File: config.mk
export PLATFORM = sky130hd
export DESIGN_NAME = pms_power_mode_sequencer
export DESIGN_NICKNAME = d
export VERILOG_FILES = /design/src/core/pms_power_mode_sequencer.v
export VERILOG_INCLUDE_DIRS = /design/src /design/src/include
export SDC_FILE = /design/constraint.sdc
export NUM_CORES = 1
export LEC_CHECK = 0
export ABC_CLOCK_PERIOD_IN_PS = 3200
export BUFFER_PORTS_ARGS = -buffer_cell sky130_fd_sc_hd__buf_2
export CAP_MARGIN = 20
export CORE_UTILIZATION = 40
export DETAILED_ROUTE_END_ITERATION = 7
export PLACE_DENSITY_LB_ADDON = 0.05
export SKIP_LAST_GASP = 1
export SLEW_MARGIN = 20
export SYNTH_ARGS = -nofsm -noshare
export SYNTH_HDL_FRONTEND = slang
export SYNTH_SLANG_ARGS = --single-unit
File: constraint.sdc
create_clock -name pclk -period 3.2 [get_ports pclk]
set_clock_uncertainty 0.1 [all_clocks]
set_input_delay 0.64 -clock pclk [delete_from_list [all_inputs] [get_ports pclk]]
set_output_delay 0.64 -clock pclk [all_outputs]
set_load 0.01 [all_outputs]
File: src/include/pms_map.vh
`ifndef PMS_MAP_VH
`define PMS_MAP_VH
`define PMS_OFF_CTRL    12'h000
`define PMS_OFF_STATUS  12'h004
`define PMS_OFF_CAUSE   12'h008
`define PMS_OFF_WAKEPIN 12'h00C
`define PMS_OFF_ID      12'h010
`define PMS_CTRL_REQ_LSB 0
`define PMS_CTRL_HFSEL   4
`define PMS_CTRL_LFSEL   5
`define PMS_CTRL_LFOUT   6
`define PMS_CTRL_JSEL    7
`define PMS_CTRL_RESET   32'h00000000
`define PMS_MODE_ACTIVE  3'h0
`define PMS_MODE_IDLE    3'h1
`define PMS_MODE_STANDBY 3'h2
`define PMS_MODE_SHUTDWN 3'h3
`define PMS_MODE_HELD    3'h4
`define PMS_CAUSE_POR    2'h0
`define PMS_CAUSE_RSTPIN 2'h1
`define PMS_CAUSE_PINWK  2'h2
`define PMS_CLK_MHZ      25
`define PMS_WAKE_IDLE_US 14
`define PMS_WAKE_STBY_US 151
`define PMS_WAKE_SHDN_US 1015
`define PMS_BOD_PERIOD   16
`define PMS_BOD_ON       2
`endif
File: src/core/pms_power_mode_sequencer.v
`timescale 1ns/10ps
`include "pms_map.vh"
module pms_power_mode_sequencer #(
  parameter NPIN = 15,
  parameter [31:0] ID_VALUE = 32'h00005A5A, // Arbitrary value.
  parameter WAKE_SHDN_CYC = `PMS_WAKE_SHDN_US * `PMS_CLK_MHZ
) (
  // Clock and reset
  input  wire            pclk,
  input  wire            presetn,
  // APB slave
  input  wire            psel,
  input  wire            penable,
  input  wire            pwrite,
  input  wire [11:0]     paddr,
  input  wire [31:0]     pwdata,
  output reg  [31:0]     prdata,
  output reg             pready,
  output reg             pslverr,
  // Wake and event sources
  input  wire            irq_any,
  input  wire            rtc_event,
  input  wire            sensor_event,
  input  wire            wake_pin_event,
  input  wire            reset_pin_n,
  input  wire            supply_low,
  input  wire            por_flag,
  input  wire [NPIN-1:0] gpio_out_in,
  input  wire [NPIN-1:0] gpio_pin_in,
  // Domain gating and clocks
  output reg             cpu_clk_en,
  output reg             mem_clk_en,
  output reg             periph_clk_en,
  output reg             periph_pwr_en,
  output reg             aon_pwr_en,
  output reg             sensor_pwr_en,
  output reg             sram_retain,
  output reg             flash_pwr_en,
  output reg             io_latch,
  output reg [NPIN-1:0]  gpio_out,
  output reg             hf_en,
  output reg             hf_sel_rc,
  output reg             pll_double_en,
  output reg             lf_sel_rc,
  output reg             lf_clk_out_en,
  output reg             bod_en,
  output reg             bod_lock,
  output reg             sys_reset_req,
  output reg             cpu_run,
  output reg             test_compact_sel
);

  localparam [31:0] WAKE_IDLE_CYC = `PMS_WAKE_IDLE_US * `PMS_CLK_MHZ;
  localparam [31:0] WAKE_STBY_CYC = `PMS_WAKE_STBY_US * `PMS_CLK_MHZ;

  localparam [2:0] ST_ACTIVE = 3'h0;
  localparam [2:0] ST_GATE   = 3'h1;
  localparam [2:0] ST_LOW    = 3'h2;
  localparam [2:0] ST_WAKE   = 3'h3;

  //////////////////////////////////////////////////////////////////////////
  // Input synchronisers for the single-bit event and level inputs other than irq_any and por_flag.
  reg [2:0]      wk_s_q;
  reg [2:0]      rtc_s_q;
  reg [2:0]      sen_s_q;
  reg [2:0]      rp_s_q;
  reg [2:0]      sl_s_q;

  // An edge counts only once it has reached the last two flops.
  wire           wk_ev   = wk_s_q[1] & ~wk_s_q[2];
  wire           rtc_ev  = rtc_s_q[1] & ~rtc_s_q[2];
  wire           sen_ev  = sen_s_q[1] & ~sen_s_q[2];
  wire           rp_low  = ~rp_s_q[1] & ~rp_s_q[2];
  wire           rp_fell = ~rp_s_q[1] & rp_s_q[2];
  wire           sl_now  = sl_s_q[1] & sl_s_q[2];

  always @(posedge pclk or negedge presetn) begin
    if (!presetn) begin
      wk_s_q  <= 3'h0;
      rtc_s_q <= 3'h0;
      sen_s_q <= 3'h0;
      // The reset pin idles high; starting high avoids a false low.
      rp_s_q  <= 3'h7;
      sl_s_q  <= 3'h0;
    end else begin
      wk_s_q  <= {wk_s_q[1:0], wake_pin_event};
      rtc_s_q <= {rtc_s_q[1:0], rtc_event};
      sen_s_q <= {sen_s_q[1:0], sensor_event};
      rp_s_q  <= {rp_s_q[1:0], reset_pin_n};
      sl_s_q  <= {sl_s_q[1:0], supply_low};
    end
  end

  //////////////////////////////////////////////////////////////////////////
  // Pin change detection for the shutdown wake, one slice per pin.
  wire [NPIN-1:0] pin_chg_vec;

  genvar gi;
  generate
    for (gi = 0; gi < NPIN; gi = gi + 1) begin : g_pin
      reg [2:0] sync_q;
      reg       lvl_q;
      // The level is tracked all the time, so only a change made while
      // asleep is seen as a wake and not the history before entry.
      assign pin_chg_vec[gi] = (sync_q[1] == sync_q[2]) &&
                               (sync_q[2] != lvl_q);
      always @(posedge pclk or negedge presetn) begin
        if (!presetn) begin
          sync_q <= 3'h0;
          lvl_q  <= 1'b0;
        end else begin
          sync_q <= {sync_q[1:0], gpio_pin_in[gi]};
          if (sync_q[1] == sync_q[2])
            lvl_q <= sync_q[2];
        end
      end
    end
  endgenerate

  //////////////////////////////////////////////////////////////////////////
  // Registers and sequencer state.
  reg [31:0]     ctrl_q;
  reg [NPIN-1:0] wpin_q;
  reg [1:0]      cause_q;
  reg [2:0]      st_q;
  reg [2:0]      mode_q;
  reg [31:0]     cnt_q;
  reg [3:0]      bod_div_q;
  reg            bod_low_q;
  reg            wake_hit;

  wire           apb_acc     = psel & penable;
  wire           apb_wr      = apb_acc & pwrite;
  wire [2:0]     req_mode    = pwdata[`PMS_CTRL_REQ_LSB+2:`PMS_CTRL_REQ_LSB];
  wire           req_low     = apb_wr && (paddr == `PMS_OFF_CTRL) &&
                               (req_mode != `PMS_MODE_ACTIVE) &&
                               (req_mode <= `PMS_MODE_HELD);
  wire           shdn_pin_wk = |(pin_chg_vec & wpin_q);
  wire           shdn_wk     = (mode_q == `PMS_MODE_SHUTDWN) &&
                               shdn_pin_wk;
  // Shutdown and held never resume: they leave through a reset.
  wire           rst_trig    = (st_q == ST_LOW) &&
                               (shdn_wk || rp_fell);

  always @* begin
    case (mode_q)
      `PMS_MODE_IDLE:    wake_hit = irq_any;
      `PMS_MODE_STANDBY: wake_hit = wk_ev | rtc_ev | sen_ev;
      default:           wake_hit = 1'b0;
    endcase
  end

  // A wake through reset clears the control and wake pin registers, as a real reset would.
  always @(posedge pclk or negedge presetn) begin
    if (!presetn) begin
      ctrl_q <= `PMS_CTRL_RESET;
      wpin_q <= {NPIN{1'b0}};
    end else if (rst_trig) begin
      ctrl_q <= `PMS_CTRL_RESET;
      wpin_q <= {NPIN{1'b0}};
    end else begin
      if (apb_wr && (paddr == `PMS_OFF_CTRL))
        ctrl_q <= {24'h0, pwdata[7:4], 4'h0};
      if (apb_wr && (paddr == `PMS_OFF_WAKEPIN))
        wpin_q <= pwdata[NPIN-1:0];
    end
  end

  always @(posedge pclk or negedge presetn) begin
    if (!presetn) begin
      cause_q <= `PMS_CAUSE_POR;
    end else if (rst_trig) begin
      if (rp_fell)
        cause_q <= `PMS_CAUSE_RSTPIN;
      else
        cause_q <= `PMS_CAUSE_PINWK;
    end else if (por_flag) begin
      cause_q <= `PMS_CAUSE_POR;
    end else if (rp_low) begin
      cause_q <= `PMS_CAUSE_RSTPIN;
    end
  end

  // Brown-out sampling only in standby: recharge slots while low, every cycle in gate and wake. A dip and a
  // release in the same cycle leave the flag set: losing a dip is worse.
  always @(posedge pclk or negedge presetn) begin
    if (!presetn) begin
      bod_div_q <= 4'h0;
      bod_low_q <= 1'b0;
      bod_lock  <= 1'b0;
    end else begin
      bod_div_q <= bod_div_q + 4'h1;
      if (rp_low || por_flag) begin
        bod_low_q <= 1'b0;
        bod_lock  <= 1'b0;
      end
      if (bod_en && sl_now && (mode_q == `PMS_MODE_STANDBY))
        bod_low_q <= 1'b1;
      if ((st_q == ST_LOW) && !rst_trig && wake_hit &&
          (mode_q == `PMS_MODE_STANDBY) && bod_low_q)
        bod_lock <= 1'b1;
    end
  end

  always @(posedge pclk or negedge presetn) begin
    if (!presetn) begin
      st_q          <= ST_ACTIVE;
      mode_q        <= `PMS_MODE_ACTIVE;
      cnt_q         <= 32'h0;
      sys_reset_req <= 1'b0;
    end else begin
      sys_reset_req <= 1'b0;
      case (st_q)
        ST_ACTIVE: begin
          if (req_low) begin
            mode_q <= req_mode;
            st_q   <= ST_GATE;
          end
        end
        ST_GATE: begin
          st_q <= ST_LOW;
        end
        ST_LOW: begin
          if (rst_trig) begin
            sys_reset_req <= 1'b1;
            mode_q        <= `PMS_MODE_ACTIVE;
            cnt_q         <= WAKE_SHDN_CYC;
            st_q          <= ST_WAKE;
          end else if (wake_hit) begin
            if (mode_q == `PMS_MODE_IDLE)
              cnt_q <= WAKE_IDLE_CYC;
            else
              cnt_q <= WAKE_STBY_CYC;
            st_q <= ST_WAKE;
          end
        end
        ST_WAKE: begin
          if (cnt_q > 32'h1) begin
            cnt_q <= cnt_q - 32'h1;
          end else if (!bod_lock) begin
            mode_q <= `PMS_MODE_ACTIVE;
            st_q   <= ST_ACTIVE;
          end
        end
        default: begin
          st_q <= ST_ACTIVE;
        end
      endcase
    end
  end

  //////////////////////////////////////////////////////////////////////////
  // Domain gating outputs. Each is a flop so that no glitch of the state
  // decode can reach a clock gate or a power switch.
  wire           low   = (st_q != ST_ACTIVE);
  wire           lat   = (st_q == ST_LOW) && (mode_q != `PMS_MODE_IDLE);
  wire           deep  = (mode_q == `PMS_MODE_STANDBY) ||
                         (mode_q == `PMS_MODE_SHUTDWN) ||
                         (mode_q == `PMS_MODE_HELD);
  wire           dead  = (mode_q == `PMS_MODE_SHUTDWN) ||
                         (mode_q == `PMS_MODE_HELD);
  wire           awake = (st_q == ST_ACTIVE) || !deep;
  wire           off   = (st_q == ST_LOW) && dead;

  // Clocks stop first, one cycle after the request.
  always @(posedge pclk or negedge presetn) begin
    if (!presetn) begin
      cpu_clk_en    <= 1'b1;
      mem_clk_en    <= 1'b1;
      periph_clk_en <= 1'b1;
      cpu_run       <= 1'b1;
    end else begin
      cpu_clk_en    <= !low;
      mem_clk_en    <= !low;
      periph_clk_en <= !(low && deep);
      cpu_run       <= !low;
    end
  end

  // Supplies drop only once the sequencer has settled in the mode.
  always @(posedge pclk or negedge presetn) begin
    if (!presetn) begin
      periph_pwr_en <= 1'b1;
      aon_pwr_en    <= 1'b1;
      sensor_pwr_en <= 1'b1;
      sram_retain   <= 1'b1;
      flash_pwr_en  <= 1'b1;
      bod_en        <= 1'b1;
    end else begin
      periph_pwr_en <= !(st_q == ST_LOW && deep);
      aon_pwr_en    <= !off;
      sensor_pwr_en <= !off;
      sram_retain   <= !off;
      flash_pwr_en  <= !(st_q == ST_LOW && deep);
      if (st_q == ST_LOW && mode_q == `PMS_MODE_STANDBY)
        bod_en <= (bod_div_q < `PMS_BOD_ON);
      else
        bod_en <= !off;
    end
  end

  // Pins freeze once gating is done in every mode but idle, and thaw as the sequencer wakes.
  always @(posedge pclk or negedge presetn) begin
    if (!presetn) begin
      io_latch <= 1'b0;
      gpio_out <= {NPIN{1'b0}};
    end else begin
      io_latch <= lat;
      if (!lat)
        gpio_out <= gpio_out_in;
    end
  end

  // Clock sources and selections.
  always @(posedge pclk or negedge presetn) begin
    if (!presetn) begin
      hf_en            <= 1'b1;
      hf_sel_rc        <= 1'b0;
      pll_double_en    <= 1'b1;
      lf_sel_rc        <= 1'b0;
      lf_clk_out_en    <= 1'b0;
      test_compact_sel <= 1'b0;
    end else begin
      hf_en            <= awake;
      hf_sel_rc        <= ctrl_q[`PMS_CTRL_HFSEL];
      pll_double_en    <= awake;
      lf_sel_rc        <= ctrl_q[`PMS_CTRL_LFSEL];
      lf_clk_out_en    <= ctrl_q[`PMS_CTRL_LFOUT];
      test_compact_sel <= ctrl_q[`PMS_CTRL_JSEL];
    end
  end

  //////////////////////////////////////////////////////////////////////////
  // APB read and answer; no wait state, always ready.
  always @(posedge pclk or negedge presetn) begin
    if (!presetn) begin
      prdata  <= 32'h0;
      pready  <= 1'b0;
      pslverr <= 1'b0;
    end else begin
      pready  <= psel & ~penable;
      pslverr <= 1'b0;
      if (psel & ~penable) begin
        case (paddr)
          `PMS_OFF_CTRL:    prdata <= ctrl_q;
          `PMS_OFF_STATUS:  prdata <= {24'h0, bod_lock, cpu_run, st_q, mode_q};
          `PMS_OFF_CAUSE:   prdata <= {30'h0, cause_q};
          `PMS_OFF_WAKEPIN: prdata <= {{(32-NPIN){1'b0}}, wpin_q};
          `PMS_OFF_ID:      prdata <= ID_VALUE;
          default: begin
            prdata  <= 32'h0;
            pslverr <= 1'b1;
          end
        endcase
      end
    end
  end

endmodule // pms_power_mode_sequencer

# == Word level (Yosys, flattened, before mapping) ==
# Cells that the tools add are included.
# word_totals
reg_bits,229
latchBits,0
ram_bits,0
rom_bits,0
inputBits,86
output_inout_bits,68
elab_cells,223
n_memories,0
# op_classes
n_addsub,2
n_mul,0
div_mod_pow,0
n_lt_le_gt_ge,3
eq_ne,48
shifts,0
n_mux,32
n_bitwise,18
n_reduce_logical,60
# ops
cell,n
$mux W32,5
$pmux W32 S5,1
$pmux W32 S2,1
$gt A32 B1 Y1 const B,1
$logic_and A1 B1 Y1,32
$sub A32 B1 Y32 const B,1
$mux W15,2
$eq A12 B4 Y1 const B,2
$mux W3,7
$and A15 B15 Y15,1
$eq A1 B1 Y1,15
$ne A1 B1 Y1,15
$reduce_or A15 Y1,1
$eq A12 B3 Y1 const B,1
$eq A12 B5 Y1 const B,1
$eq A3 B2 Y1 const B,4
$logic_not A12 Y1,1
$mux W12,1
$pmux W3 S4,1
$reduce_bool A3 Y1,4
$ne A2 B2 Y1 const B,5
$reduce_bool A2 Y1,5
$and A1 B1 Y1,9
$pmux W3 S3,1
other kinds (19),46

# == Logic depth before layout (Yosys ltp) ==
# Gate-level depths: netlist of the first run.
# depth
word_depth,13
depth_mapped,10
mapped_depth_nobuf,9

# == Worst setup path before layout of the first run ==
# Ideal clock, no wire load.
# synth_timing
kind,in2reg
from,in paddr[2]
to,reg st_q[1]
setup_time_ns,0.128
arrival_time_ns,2.675
t_required_ns,2.972
slack_ns,0.298
path_stages,7
n_path_buf,1
cell_sequence,clkbuf_1 > or2_2 > nor4_1 > and3_1 > o21ai_1 > a21oi_1 > mux2_1
# synth_between
elab_chain_cells,6
# synth_rtl
element,line,rtl
start: declaration,pms_power_mode_sequencer.v:15,"input wire [11:0] paddr,"
$logic_not A12 Y1,--,
$logic_and A1 B1 Y1 (3 in series),pms_power_mode_sequencer.v:135,wire req_low = apb_wr && (paddr == `PMS_OFF_CTRL) &&
$ne A2 B2 Y1 (no line),--,
$reduce_and A4 Y1 (no line),--,
end signal: assignment,pms_power_mode_sequencer.v:207,st_q <= ST_ACTIVE;
end signal: assignment,pms_power_mode_sequencer.v:217,st_q <= ST_GATE;
end signal: assignment,pms_power_mode_sequencer.v:221,st_q <= ST_LOW;
end: declaration,pms_power_mode_sequencer.v:125,reg [2:0] st_q;
# No other way between the ends.
# A chain may end at the register's enable or synchronous reset.

# == Worst setup path after layout of the first run ==
# layout_timing
from,reg cnt_q[16]
to,reg st_q[1]
# layout_between
elab_chain_cells,3
# layout_rtl
element,line,rtl
start: declaration,pms_power_mode_sequencer.v:127,reg [31:0] cnt_q;
start signal: assignment,pms_power_mode_sequencer.v:239,cnt_q <= cnt_q - 32'h1;
$gt A32 B1 Y1,pms_power_mode_sequencer.v:238,if (cnt_q > 32'h1) begin
$ne A2 B2 Y1 (no line),--,
$reduce_and A4 Y1 (no line),--,
end signal: assignment,pms_power_mode_sequencer.v:234,st_q <= ST_WAKE;
end signal: assignment,pms_power_mode_sequencer.v:242,st_q <= ST_ACTIVE;
end signal: assignment,pms_power_mode_sequencer.v:246,st_q <= ST_ACTIVE;
# No other way between the ends.

==> results_dict.tcl, run 1 <==
set metrics [dict create \
    outcome "finished, final reports clean" \
    synthToLayoutAreaGrowth_pct 19.1 \
    grt_pass1_vias 5667 \
    antenna_found_initial 0 \
    fp-row-count 50 \
    dp.final_hpwl_um 12800 \
    worst_path_most_repeated_cell "o21ai_1" \
    synth_area_leader_cell "dfrtp_1" \
    clkLatencyLatePin_ns 0.43 \
    power_leakage_nw 4.34 \
    max_freq_ghz 0.343 \
    grt_max_degree 73 \
    via_per_inst 5.25 \
    die_w_um 141 \
    clk_pin_slew_ns 0.07 \
    tns_ns 0 \
    place_inst 1067 \
    nFillCells 1739 \
    min_period_ns 2.92 \
    finish.utilization_pct 49.0 \
    critical_path_required_ns 3.40 \
    wl_per_cell_um 16.5 \
    instances_no_fill 1099 \
    cp-start-kind "flip-flop" \
    grt_usage_pct 19.4 \
    crit_arrival_ns 3.12 \
    hold_viol_final 0 \
    slowest_stage "or4_4" \
    slowest_delay_ns 0.58 \
    postCtsHoldBufs 0 \
    tritoncts "done" \
    synth_area_per_cell_um2 11.0 \
    synth_common_cells "dfrtp_1, nand2_1, a21oi_1, nor2_1, o21ai_1" \
    max_cap_viol_count 0 \
    antenna-diode-count 0 \
    pre_cts_slack_ns 0.282 \
    r2r_start "cnt_q[16]" \
    slew_violations 0 \
    async_reset_ff_share_pct 100 \
    p_per_area_mw_per_mm2 728 \
    die_height_um 141 \
    cp-end-kind "flip-flop" \
    drt_pass1_iterations 6 \
    ys_types 69 \
    cts_setup_buffers 0 \
    cts-buffers-inserted 17 \
    hp-class "in -> async" \
    critPathLaunch "cnt_q[16]" \
    crit_type "reg -> reg" \
    nets 919 \
    synth_top_area_share_pct 56.2 \
    worstMarginPinSlew_ns 0.677 \
    ys_ff_latch 182 \
    drc 0 \
    fin_crit_sh_pct 91.2 \
    path_max_fanout 9 \
    wl_um 18100 \
    rsz0062_at_grt "false" \
    regToRegSetupSlack_ns 0.28 \
    drt_iter0_drc 276 \
    setup_slack_ns 0.280 \
    pin_count 154 \
    start_util_pct 41.1 \
    stdcell_area_mm2 0.00922 \
    dpl_cell_area_mm2 0.00863 \
    cts.sinks 182 \
    synth_most_common_cell "dfrtp_1" \
    grt_pass1_wl_um 29900 \
    ys_top_cells_by_area "dfrtp_1, nand2_1, dfstp_2, a21oi_1, buf_4" \
    drive_gt1_share_pct 23.0 \
    gr-total-overflow 0 \
    slew_headroom_pct 54.9 \
    crit_chain "or3_1 -> or4_4 -> nand4b_4 -> o21ai_1 -> o21ai_1 -> a21oi_1 -> mux2_1" \
    postSynthCellCount 705 \
    synth_edf_count 0 \
    cts_resized 0 \
    routabilityCongestion 0.799 \
    irDropWorstVdd_v 0.000463 \
    synthFlopType "dfrtp_1" \
    vias 5766 \
    die_area_mm2 0.0199 \
    finalSetupViolCount 0 \
    syn-cell-area_mm2 0.00775 \
    clk_path_buf_depth 2 \
    yosys_warnings 0 \
    seq_area_frac_synth_pct 58.9 \
    root_buffer "clkbuf_16" \
    coreArea_mm2 0.0188 \
    cts_max_level 4 \
    hold_ws_ns 0.0364 \
    power.total_mw 6.71 \
    ant_nets 0 \
    numPortBuffers 119 \
]
critical path, delay by kind of cell, from the launching register on:
kind	cells	cell delay, ns
AOI/OAI and AO/OA	3	0.57
and+or+nand+nor	3	1.36
muxes	1	0.34
DFF	1	0.42
sequential cells by signal, summed over array words and instances, names as in the netlist, 4 cells and up:
name          count
bod_div_q         4
cnt_q            32
ctrl_q            4
g_pin.lvl_q      15
g_pin.sync_q     45
gpio_out         15
prdata           15
wpin_q           15
final cells by class:
cell class,instances,area (um^2),area share (%)
Multi-Input combinational cell,469,2880,31.2
Clock buffer,19,433,4.69
Sequential cell,182,4560,49.5
Clock inverter,13,161,1.75
Tap cell,260,325,3.53
Timing Repair Buffer,140,797,8.64
Inverter,16,60.1,0.651
placed cells by master, fill, tap and decap left out, types with 7 or more instances in the layout:
master,instances
buf_4,18
mux2i_1,9
nand3_1,9
o31ai_1,12
nor2_1,28
dfrtp_1,174
a31oi_1,8
or3_1,10
nand2_1,115
inv_1,16
o21ai_1,28
or4bb_1,8
o41ai_1,11
a21oi_1,38
dfstp_2,8
clkbuf_16,17
nand4b_1,10
o21a_1,10
conb_1,17
o21ai_0,14
maj3_1,15
ha_1,7
nor3_1,14
buf_2,118
or4_1,7
path summary, 6_finish.rpt:
check / depth (start not counted) / endpoint
setup / recovery: 7 / st_q[1]
hold / removal: 1 / g_pin[9].lvl_q
setup reg to reg: 7 / st_q[1]
hold reg to reg: 0 / g_pin[10].sync_q[1]
max in group asynchronous: 2 / rp_s_q[1]
min in group pclk: 1 / rp_s_q[0]
cell families (layout without fill, tap and decap cells):
logic type	count (synthesis)	count (layout)	share of synthesized area (%)
AND/OR/NAND/NOR	250	250	17.0
flip-flops	182	182	58.9
AO/OA/AOI/OAI	166	166	14.4
buffers and inverters	70	188	4.73
adder cells (fa/ha/maj)	22	22	3.07
multiplexers	12	12	1.60
XOR/XNOR	2	2	0.226
other	1	17	0.0484
power breakdown:
part | switching [mW] | internal, mW | leakage (nW)
clock network | 0.966 | 1.11 | 0.285
logic | 1.06 | 0.698 | 1.79
registers | 0.254 | 2.62 | 2.26
per-layer routing:
metal  up-vias  global-route usage (%)  share of wire (%)
li1       2748                       -                  -
met1      2866                    27.9                 48
met2       144                    29.8                 47
met3         8                    4.11                4.2
met4         0                    5.15               0.71
met5         -                       0                  0
Note: power is estimated with default switching activity, not from simulation.
==> inputs of run 2 (changes only) <==
--- a/config.mk
+++ b/config.mk
@@ -6,7 +6,7 @@
 export SDC_FILE = /design/constraint.sdc
 export NUM_CORES = 1
 export LEC_CHECK = 0
-export ABC_CLOCK_PERIOD_IN_PS = 3200
+export ABC_CLOCK_PERIOD_IN_PS = 2400
 export BUFFER_PORTS_ARGS = -buffer_cell sky130_fd_sc_hd__buf_2
 export CAP_MARGIN = 20
 export CORE_UTILIZATION = 40
==> constraint.sdc (replaced) <==
create_clock -name pclk -period 2.4 [get_ports pclk]
set_clock_uncertainty 0.1 [all_clocks]
set_input_delay 0.48 -clock pclk [delete_from_list [all_inputs] [get_ports pclk]]
set_output_delay 0.48 -clock pclk [all_outputs]
set_load 0.01 [all_outputs]
==> run 2 against run 1 <==
- highest routed layer unchanged
- critical path depth rose by 1
- sequential share of layout area fell by 6.2 points
- total power rose by 50%
- die area did not move
- critical endpoint unchanged
- worst hold slack improved by 0.0033 ns
- the run now ends with negative setup slack left
- cell area rose by 14%
- worst setup slack got worse by 0.39 ns
- critical path type unchanged
==> results_dict.tcl, run 2 (synthesis results as in run 1) <==
set metrics [dict create \
    slew_violations 0 \
    synthToLayoutAreaGrowth_pct 36.1 \
    multi_input_area_mm2 0.00333 \
    coreArea_mm2 0.0188 \
    pin_count 154 \
    start_util_pct 41.1 \
    clk_path_buf_depth 2 \
    seq_area_mm2 0.00456 \
    r2r_start "cnt_q[4]" \
    min_period_ns 2.51 \
    drt_iter0_drc 304 \
    hp-class "in -> reg" \
    crit_chain "or4_4 -> nor4_4 -> buf_4 -> nand4b_4 -> o21ai_4 -> o21ai_2 -> a21oi_2 -> mux2_4" \
    slowest_delay_ns 0.58 \
    root_buffer "clkbuf_16" \
    violations "negative setup slack" \
    p_per_area_mw_per_mm2 954 \
    crit_type "reg -> reg" \
    outcome "complete, but fails checks" \
    die_w_um 141 \
    drc 0 \
    cts-buffers-inserted 17 \
    via_per_inst 5.17 \
    cts.sinks 182 \
    clkLatencyLatePin_ns 0.44 \
    critPathLaunch "cnt_q[4]" \
    layout_commonest_cell "dfrtp_1" \
    nets 1010 \
    die_area_mm2 0.0199 \
    dp.final_hpwl_um 13300 \
    numPortBuffers 119 \
    grt_pass1_wl_um 31200 \
    instances_no_fill 1190 \
    regToRegSetupSlack_ns -0.11 \
    cp.depth 8 \
    stdcell_area_mm2 0.0105 \
    max_freq_ghz 0.398 \
    slowest_stage "or4_4" \
    hold_viol_final 0 \
    ant_nets 0 \
    hp-start "reset_pin_n" \
    path_max_fanout 3 \
    power_leakage_nw 4.94 \
    critical_path_required_ns 2.62 \
    finalSetupViolCount 33 \
    rsz0062_at_grt "true" \
    power.total_mw 10.1 \
    worstReg2RegEnd "st_q[1]" \
    drive_gt1_share_pct 38.3 \
    antenna_found_initial 0 \
    finish.utilization_pct 56.0 \
    dpl_cell_area_mm2 0.00927 \
    reg_top3 "g_pin.sync_q (45), cnt_q (32)" \
    irDropWorstVdd_v 0.000612 \
    crit_arrival_ns 2.73 \
    worst-path-buf-inv 1 \
    cp-end-kind "flip-flop" \
    cts_max_level 4 \
    cp_top_family "simple AND/OR/NAND/NOR gates" \
    antenna-diode-count 0 \
    place_inst 1138 \
    crit_end "st_q[1]" \
    gr-total-overflow 0 \
    worstMarginPinSlew_ns 0.521 \
    cp-start-kind "flip-flop" \
    setup_slack_ns -0.111 \
    grt_pass1_vias 6034 \
    grt_usage_pct 20.0 \
    whs_path_depth 1 \
    tns_ns -1.43 \
    routabilityCongestion 0.848 \
    fin_crit_sh_pct 105 \
    fp-row-count 50 \
    wl_um 19600 \
    layout_common_cells "dfrtp_1, buf_2, nand2_1" \
    clk_pin_slew_ns 0.07 \
    slew_headroom_pct 65.0 \
    nFillCells 1647 \
    vias 6158 \
    grt_max_degree 64 \
    wl_per_cell_um 16.5 \
    drt_pass1_iterations 4 \
    tritoncts "done" \
    max_cap_viol_count 0 \
    top_register "g_pin.sync_q" \
    die_height_um 141 \
    largest_reg_flops 45 \
    ff2ff_path_depth 8 \
]
run 2: power breakdown:
group	internal, mW	switching [mW]
registers	3.49	0.304
clock network	1.55	1.32
logic	1.56	1.83
total	6.60	3.46
run 2: worst reg2reg max path: stages, from the launching register on:
cell and delay (ns):
dfrtp_1 0.39, or4_4 0.58, nor4_4 0.26, buf_4 0.16, nand4b_4 0.16, o21ai_4 0.22
o21ai_2 0.08, a21oi_2 0.15, mux2_4 0.31
run 2: layer usage:
metal / track usage [%] / wire, um / up-vias
met1: 28.5 / 9320 / 3030
met4: 5.61 / 243 / 0
met5: 0 / 0 / -
met2: 31.5 / 9240 / 173
li1: - / - / 2927
met3: 3.40 / 847 / 28
run 2: worst min path at each step:
| stage | end | slack, ns |
|---|---|---|
| 2_1_floorplan | bod_div_q[0] | 0.08 |
| 3_3_place_gp | test_compact_sel | 0.20 |
| 3_5_place_dp | test_compact_sel | 0.20 |
| 4_1_cts | rp_s_q[0] | 0.02 |
| 5_1_grt | g_pin[1].sync_q[0] | 0.02 |
| 6_report | rp_s_q[0] | 0.04 |
run 2: through the flow:
step	setup WS [ns]	hold WS [ns]
after global placement	-0.155	0.202
after global routing	-0.192	0.0215
after CTS	-0.0876	0.0206
after detailed placement	-0.169	0.201
final	-0.111	0.0397
after floorplan	-0.260	0.0844
run 2: what timing repair did:
item | in CTS | in global routing
gates resized for setup | 18 | 82
pin swaps | 7 | 24
cloned | 0 | 6
hold buffers | 1 | 0
buffers inserted | 4 | 9
hold endpoints to repair | 8 | 0
endpoints found under the setup margin | 31 | 55
run 2: area by class of cell:
type / count / area share, %
Clock buffer: 19 / 4.29
Clock inverter: 13 / 1.46
Inverter: 16 / 0.569
Multi-Input combinational cell: 469 / 31.5
Sequential cell: 182 / 43.3
Tap cell: 260 / 3.08
Timing Repair Buffer: 231 / 15.8
